[src/include/wtoe_defs.svh]
// Overview of operation
// - Block move copies up to 40h words
// - Move: count stack1, source accumulator, destination operand
// - Oversized move count sets shared range flag
// - Label copy: count stack2, offset stack1
// - Label copy: label from accumulator, destination operand
// - Bit set forces one bit high
// - Bit clear forces one bit low
// - Bit ops: length stack1 to FFh, start accumulator
// - Bit reference indexes 16-bit words from bit 0
// - Out-of-range bit sets flag, memory untouched
// - Flag holds until scan end or next driver
// - Fill writes one value into every word
// - Fill: count stack1 to FFh, start accumulator
`ifndef WTOE_DEFS_SVH
`define WTOE_DEFS_SVH
`define WTOE_AW 16
`define WTOE_DW 16
`define WTOE_MOVE_MAX 16'h0040
`define WTOE_LEN_MSB 7
`define WTOE_WORD_SHIFT 4
`define WTOE_ONE 16'h0001
`endif

[src/include/wtoe_pkg.sv]
`include "wtoe_defs.svh"
package wtoe_pkg;
    // Table operations the sequencer may issue
    typedef enum logic [2:0] {
        OP_BLOCK_MOVE,
        OP_LABEL_COPY,
        OP_BIT_SET,
        OP_BIT_CLEAR,
        OP_FILL
    } wtoe_op_t;

    // Engine sequencing states
    typedef enum logic [2:0] {
        S_IDLE, S_RD, S_WAIT, S_CAP, S_WR, S_NEXT, S_DONE
    } wtoe_state_t;

    // One issued table operation with its stack parameters
    typedef struct packed {
        wtoe_op_t op;
        logic [`WTOE_DW-1:0] acc;
        logic [`WTOE_DW-1:0] stack1;
        logic [`WTOE_DW-1:0] stack2;
        logic [`WTOE_DW-1:0] operand;
        logic operand_is_mem;
    } wtoe_cmd_t;

    // Request towards a word memory
    typedef struct packed {
        logic rd;
        logic wr;
        logic [`WTOE_AW-1:0] addr;
        logic [`WTOE_DW-1:0] wdata;
    } wtoe_mem_req_t;
endpackage

[src/wtoe_bit_edit.sv]
`timescale 1ns/10ps
`include "wtoe_defs.svh"
module wtoe_bit_edit
    import wtoe_pkg::*;
#(
    parameter int DW = `WTOE_DW
) (
    input wire logic [DW-1:0] word_in, // Word read from the table
    input wire logic [3:0] bit_pos, // Bit inside the word
    input wire logic force_one, // Set the bit
    input wire logic force_zero, // Clear the bit
    output logic [DW-1:0] word_out // Edited word
);
    logic [DW-1:0] mask; // One-hot select of the target bit

    // Only the addressed bit changes; all others pass through
    always_comb begin
        mask = DW'(`WTOE_ONE) << bit_pos;
        word_out = word_in;
        if (force_one) begin
            word_out = word_in | mask;
        end else if (force_zero) begin
            word_out = word_in & ~mask;
        end
    end
endmodule // wtoe_bit_edit

[src/wtoe_engine.sv]
`timescale 1ns/10ps
`include "wtoe_defs.svh"
module wtoe_engine
    import wtoe_pkg::*;
#(
    parameter logic [`WTOE_DW-1:0] MOVE_MAX = `WTOE_MOVE_MAX
) (
    input wire logic clk_sys, // 50 MHz system clock
    input wire logic sys_rst, // Synchronous reset, active high
    input wire logic start, // One-cycle issue strobe
    input wire logic rung_en, // Enabling rung condition
    input wire logic scan_end, // End of current scan pulse
    input wire wtoe_cmd_t cmd, // Operation and its parameters
    input wire logic [`WTOE_DW-1:0] dm_rdata, // Data memory read word
    input wire logic [`WTOE_DW-1:0] pm_rdata, // Program memory read word
    output wtoe_mem_req_t dm_req, // Data memory request
    output logic pm_rd, // Program memory read strobe
    output logic [`WTOE_AW-1:0] pm_addr, // Program memory address
    output logic busy, // Operation in progress
    output logic done, // Completion pulse
    output logic range_error_flag // Shared status flag
);
    wtoe_state_t state; // Sequencer state
    wtoe_op_t op; // Operation being executed
    logic [`WTOE_AW-1:0] src; // Next source address
    logic [`WTOE_AW-1:0] dst; // Next destination address
    logic [`WTOE_DW-1:0] cnt; // Words still to write
    logic [`WTOE_DW-1:0] data; // Captured word
    logic [3:0] bit_pos; // Bit within the target word
    logic from_pm; // Reads go to program memory
    logic [`WTOE_DW-1:0] edited; // Word after bit edit
    logic go; // Accepted enabled issue
    logic flag_set; // This issue raises the flag
    logic flag_drive; // This issue owns the flag
    logic wrote; // Helper: a write happened in this operation
    logic [`WTOE_DW-1:0] wr_count; // Helper: writes in this operation
    logic [`WTOE_DW-1:0] taken; // Helper: count accepted at issue

    // Bit reference beyond length*16 bits of the table
    function automatic logic bit_out_of_range(input wtoe_cmd_t c);
        logic [`WTOE_DW-1:0] limit;
        limit = `WTOE_DW'({c.stack1[`WTOE_LEN_MSB:0]}) << `WTOE_WORD_SHIFT;
        return c.operand >= limit;
    endfunction

    // Bit operations share both the range check and the word edit
    function automatic logic is_bit_op(input wtoe_op_t o);
        return (o == OP_BIT_SET) || (o == OP_BIT_CLEAR);
    endfunction

    assign go = start && rung_en && (state == S_IDLE);
    assign flag_drive = go && (cmd.op == OP_BLOCK_MOVE || is_bit_op(cmd.op));
    assign flag_set = go && ((cmd.op == OP_BLOCK_MOVE && cmd.stack1 > MOVE_MAX)
                      || (is_bit_op(cmd.op) && bit_out_of_range(cmd)));

    wtoe_bit_edit #(.DW(`WTOE_DW)) wtoe_bit_edit_i (
        .word_in(data),
        .bit_pos(bit_pos),
        .force_one(op == OP_BIT_SET),
        .force_zero(op == OP_BIT_CLEAR),
        .word_out(edited)
    );

    // Sequencer: read, wait one cycle for memory, capture, write, step
    always_ff @(posedge clk_sys) begin
        if (sys_rst) begin
            state <= S_IDLE;
            op <= OP_BLOCK_MOVE;
            src <= '0;
            dst <= '0;
            cnt <= '0;
            data <= '0;
            bit_pos <= '0;
            from_pm <= 1'b0;
            dm_req <= '0;
            pm_rd <= 1'b0;
            pm_addr <= '0;
            busy <= 1'b0;
            done <= 1'b0;
        end else begin
            done <= 1'b0;
            case (state)
                S_IDLE: begin
                    if (start && !rung_en) begin
                        done <= 1'b1; // Disabled rung: acknowledge, touch nothing
                    end else if (go) begin
                        busy <= 1'b1;
                        op <= cmd.op;
                        from_pm <= 1'b0;
                        state <= S_DONE;
                        case (cmd.op)
                            OP_BLOCK_MOVE: begin
                                src <= cmd.acc;
                                dst <= cmd.operand;
                                cnt <= cmd.stack1;
                                if (cmd.stack1 <= MOVE_MAX && cmd.stack1 != '0) begin
                                    state <= S_RD;
                                end
                            end
                            OP_LABEL_COPY: begin
                                src <= cmd.acc + cmd.stack1; // Label base plus offset
                                dst <= cmd.operand + cmd.stack1;
                                cnt <= cmd.stack2;
                                from_pm <= 1'b1;
                                if (cmd.stack2 != '0) begin
                                    state <= S_RD;
                                end
                            end
                            OP_FILL: begin
                                dst <= cmd.acc;
                                cnt <= {8'h00, cmd.stack1[`WTOE_LEN_MSB:0]};
                                src <= cmd.operand;
                                data <= cmd.operand; // Constant value used as is
                                if (cmd.stack1[`WTOE_LEN_MSB:0] != 8'h00) begin
                                    state <= cmd.operand_is_mem ? S_RD : S_WR;
                                end
                            end
                            default: begin
                                // Word index is the reference over 16 bits per word
                                src <= cmd.acc + (cmd.operand >> `WTOE_WORD_SHIFT);
                                dst <= cmd.acc + (cmd.operand >> `WTOE_WORD_SHIFT);
                                bit_pos <= cmd.operand[3:0];
                                cnt <= `WTOE_ONE;
                                if (!bit_out_of_range(cmd)) begin
                                    state <= S_RD; // Out of range skips memory
                                end
                            end
                        endcase
                    end
                end
                S_RD: begin
                    pm_rd <= from_pm;
                    pm_addr <= src;
                    dm_req.rd <= !from_pm;
                    dm_req.addr <= src;
                    state <= S_WAIT;
                end
                S_WAIT: begin
                    pm_rd <= 1'b0; // Memory answers the cycle after the strobe
                    dm_req.rd <= 1'b0;
                    state <= S_CAP;
                end
                S_CAP: begin
                    data <= from_pm ? pm_rdata : dm_rdata;
                    state <= S_WR;
                end
                S_WR: begin
                    dm_req.wr <= 1'b1;
                    dm_req.addr <= dst;
                    dm_req.wdata <= edited;
                    state <= S_NEXT;
                end
                S_NEXT: begin
                    dm_req.wr <= 1'b0;
                    src <= src + `WTOE_ONE;
                    dst <= dst + `WTOE_ONE;
                    cnt <= cnt - `WTOE_ONE;
                    if (cnt == `WTOE_ONE) begin
                        state <= S_DONE;
                    end else if (op == OP_FILL) begin
                        state <= S_WR; // Fill keeps its one captured value
                    end else begin
                        state <= S_RD;
                    end
                end
                S_DONE: begin
                    done <= 1'b1; // Last write already on the port
                    busy <= 1'b0;
                    state <= S_IDLE;
                end
                default: begin
                    state <= S_IDLE;
                end
            endcase
        end
    end

    // Shared flag: a raising event wins over the scan-end clear
    always_ff @(posedge clk_sys) begin
        if (sys_rst) begin
            range_error_flag <= 1'b0;
        end else if (flag_set) begin
            range_error_flag <= 1'b1;
        end else if (flag_drive || scan_end) begin
            range_error_flag <= 1'b0;
        end
    end

    // Helper bookkeeping read only by the checks below
    always_ff @(posedge clk_sys) begin
        if (sys_rst) begin
            wrote <= 1'b0;
            wr_count <= '0;
            taken <= '0;
        end else if (start && state == S_IDLE) begin
            // Any taken issue, enabled or not, starts a fresh tally
            wrote <= 1'b0;
            wr_count <= '0;
            taken <= {8'h00, cmd.stack1[`WTOE_LEN_MSB:0]};
        end else if (dm_req.wr) begin
            wrote <= 1'b1;
            wr_count <= wr_count + `WTOE_ONE;
        end
    end
endmodule // wtoe_engine

[config.mk]
export PLATFORM = sky130hd
export DESIGN_NAME = wtoe_engine
export DESIGN_NICKNAME = d
export VERILOG_FILES = /design/src/include/wtoe_pkg.sv /design/src/wtoe_bit_edit.sv /design/src/wtoe_engine.sv
export VERILOG_INCLUDE_DIRS = /design/src /design/src/include
export SDC_FILE = /design/constraint.sdc
export NUM_CORES = 1
export LEC_CHECK = 0
export BUFFER_PORTS_ARGS = -buffer_cell sky130_fd_sc_hd__buf_4
export CORE_MARGIN = 4
export CORE_UTILIZATION = 40
export DETAILED_ROUTE_END_ITERATION = 6
export GPL_ROUTABILITY_DRIVEN = 0
export PLACE_DENSITY = 0.58
export SYNTH_ARGS = -nofsm -noshare
export SYNTH_HDL_FRONTEND = slang
export SYNTH_HIERARCHICAL = 1
export SYNTH_SLANG_ARGS = --single-unit
export TNS_END_PERCENT = 20
[constraint.sdc]
create_clock -name clk_sys -period 6.2 [get_ports clk_sys]
set_input_delay 0.62 -clock clk_sys [delete_from_list [all_inputs] [get_ports clk_sys]]
set_output_delay 0.62 -clock clk_sys [all_outputs]
set_load 0.02 [all_outputs]
==> flow_summary_export.csv <==
group,metric,value,unit
outcome,status,"complete, no violations",
finish,drive_above_1_share,15.97,%
global_route,antenna_found_initial,0,
pwr,p_sw_share,36.83,%
yosys,synthesis.area,0.009543,mm²
yosys,synthFlopType,"dfxtp_1",
yosys,syn_area_per_cell,7.386,µm²
yosys,async_reset_ff_share,0,%
route,viasPerCell,5.857,
route,drt-pass1-iter-count,6,
sta,worst_pin_slew,1.134,ns
finish,multi_input_area,0.006590,mm²
route,ant_nets,0,
sta,slew_headroom,24.27,%
pwr,p_per_area,264.3,mW/mm²
setup_path,crit_slowest_cell,"dfxtp_1",
floorplanning,start_util,40.66,%
clock_network,cts_root_buf,"clkbuf_16",
yosys,synthCells,1292,
sta,drv_slew,0,
clock_network,clk_latency,0.42,ns
setup_path,endpoint_kind,"flop",
finish,layout.nets,1565,
clock_network,cts_resized,0,
route,num_vias,10160,
finish,antenna_cells,0,
pwr,p_int,1924,µW
setup_path,crit_chain,"nand2b_1 > nor2_4 > buf_4 > nor2_1 > buf_4 > a21oi_1 > o21ai_0 > a21oi_1 > a211oi_1",
sta,worst_slack,3.097,ns
sta,fin_skew,0.009922,ns
setup_path,cp.required,6.47,ns
yosys,synth_warnings,6,
setup_path,critPathTopFamily,"simple AND/OR/NAND/NOR gates",
yosys,yosys_register_bits,129,
route,wl_per_cell,19.97,µm
sta,finalCritPeriodShare,50.05,%
floorplanning,fp.coreArea,0.02347,mm²
finish,nFillCells,2365,
route,drcViolationCount,0,
clock_network,cts_setup_buffers,0,
setup_path,r2r_slack,3.10,ns
placement,place_hpwl,26300,µm
setup_path,reg2reg_to,"src[4]",
sta,period_needed,3.103,ns
clock_network,cts_buffers,17,
pwr,pwr-share-clk,33.7,%
global_route,grt_max_degree,65,
clock_network,cts_max_level,4,
setup_path,crit_fanout,30,
clock_network,holdBufCountCts,0,
flow_run,maxCapViolations,0,
clock_network,clock_path_buffers,2,
pwr,p_leak,0.004424,µW
pwr,vdd_drop_max,0.0001671,V
clock_network,path_clk_slew,0.06,ns
floorplanning,ioPinCount,159,
route,dr.first_iter.drc_count,1157,
yosys,synth_edf_count,0,
setup_path,reg2reg_depth,9,
min_path,hp-start,"dm_req[15]",
pwr,seq_power_share,34.5,%
sta,setup_tns,0,ns
yosys,seq_area_frac_synth,27.06,%
min_path,hold_depth,2,
global_route,grt_overflow,0,
clock_network,numClockSinks,129,
setup_path,critPathMaxStageDelay,0.67,ns
global_route,grt_pass1_vias,9175,
floorplanning,num_rows,56,
pwr,p_comb_share,31.9,%
yosys,synth_top_cell_area_share,27.06,%
finish,register_area,0.002582,mm²
setup_path,critical_path_class,"flop to flop",
setup_path,timing.rr.start,"state[2]",
yosys,synth_area_leaders,"dfxtp_1 (27%), nand2_1 (7.5%), a21oi_1 (7.5%)",
sta,hold_ws,0.4519,ns
placement,port_buffers,158,
min_path,whs_endpoint,"dm_req[15]",
sta,setup_violations,0,
floorplanning,dieArea,0.02639,mm²
finish,area_growth,20.73,%
floorplanning,die_x,162.5,µm
placement,dpl_worst_slack,3.160,ns
setup_path,worstSetupStartpointType,"flop",
yosys,syn-num-nets,1454,
global_route,grt_pass1_wl,53630,µm
sta,clock.fmax,322.3,MHz
clock_network,tritoncts,"yes",
floorplanning,die_height,162.5,µm
yosys,yosys.area.top_type,"dfxtp_1",
sta,finalHoldViolCount,0,
pwr,p_sw,1122,µW
setup_path,path_buf_inv,2,
sta,rsz0062_at_grt,"false",
yosys,yosys.cell_types.count,76,
route,routed_wl,34630,µm
global_route,grtUsageTotal,25.80,%
setup_path,arrival,3.37,ns
min_path,min_path_type,"flop to flop",
==> registers in the layout, indices dropped and copies added (netlist names), 3 cells and up <==
| register | count |
|---|---|
| state | 3 |
| src | 16 |
| op | 3 |
| bit_pos | 4 |
| dst | 16 |
| dm_req | 34 |
| pm_addr | 16 |
| data | 16 |
| cnt | 16 |
==> tightest hold or removal path, delay by kind of cell (launching register included) <==
kind             cells  cell delay [ns]
AO/OA/AOI/OAI        1             0.05
AND/OR/NAND/NOR      1             0.05
flip-flops           1             0.31
==> cells by family (layout without fill, tap and decap cells) <==
group	count (synthesis)	after routing	synth area share, %
XOR/XNOR	52	52	4.773
AND/OR/NAND/NOR	477	477	22.80
multiplexers	53	53	5.625
buffers and inverters	99	222	4.143
AO/OA/AOI/OAI	425	425	27.89
flip-flops	129	129	27.06
adder cells (fa/ha/maj)	57	57	7.709
==> layout by cell type, fill, tap and decap left out, types with 15 or more instances in the layout <==
master	Yosys	final
dfxtp_1	129	129
o21ai_0	86	86
nor3_1	31	31
nand3_1	24	24
nand2_1	191	191
nand2b_1	17	17
inv_1	23	23
xnor2_1	37	37
buf_4	0	168
a211oi_1	41	41
a221oi_1	16	16
a21oi_1	143	143
nor2_1	134	131
clkbuf_16	0	17
mux2i_1	48	48
ha_1	54	54
xor2_1	15	15
o21ai_1	18	18
a31oi_1	31	30
==> layer usage <==
layer	part of all wire [%]	GRT usage [%]	up-vias
met5	0	0	-
met4	2.1	6.805	0
met3	9.9	5.163	42
met2	40	35.01	485
met1	48	40.79	4680
li1	-	-	4949
==> stage by stage <==
| stage | instances | power (µW) | util (%) | cell area, µm² |
|---|---|---|---|---|
| floorplan | 1292 | 1667 | - | 9543 |
| global placement | 1703 | 2012 | 46.52 | 10920 |
| detailed placement | 1703 | 2012 | 46.52 | 10920 |
| CTS | 1734 | 3038 | 49.08 | 11520 |
| global route | 1734 | 3210 | 49.08 | 11520 |
| finish | 1734 | 3045 | 49.08 | 11520 |
==> power by group through the flow <==
stage          combinational [µW]  sequential (µW)  clock, µW
2_1_floorplan                 635             1030          0
3_3_place_gp                  950             1060          0
3_5_place_dp                  950             1060          0
4_1_cts                       956             1050       1040
5_1_grt                      1070             1060       1080
6_report                      970             1050       1030
==> cell type report <==
| class | count | area share [%] |
|---|---|---|
| multi-input combinational | 1064 | 57.20 |
| sequential | 129 | 22.42 |
| timing repair buffer | 168 | 10.95 |
| clock buffer | 19 | 3.845 |
| tap | 319 | 3.464 |
| clock inverter | 12 | 1.379 |
| inverter | 23 | 0.7494 |
==> how the worst max path moves through the flow <==
stage	start	cells after the start	slack [ns]	endpoint
finish	state[2]	9	3.10	src[4]
global route	state[2]	9	2.93	src[4]
CTS	state[2]	9	3.16	src[4]
detailed placement	state[2]	9	3.16	src[4]
global placement	state[2]	9	3.17	src[4]
floorplan	cmd[5]	11	3.76	dst[14]
==> Yosys cell counts, types with 16 or more instances <==
library cell,number
dfxtp_1,129
a31oi_1,31
clkbuf_1,52
a221oi_1,16
mux2i_1,48
o21ai_0,86
o21ai_1,18
nand3_1,24
nor2_1,134
nand2b_1,17
nor3_1,31
nand2_1,191
a211oi_1,41
ha_1,54
buf_2,19
a21oi_1,143
inv_1,23
xnor2_1,37
Power figures use the tool's default switching activity.
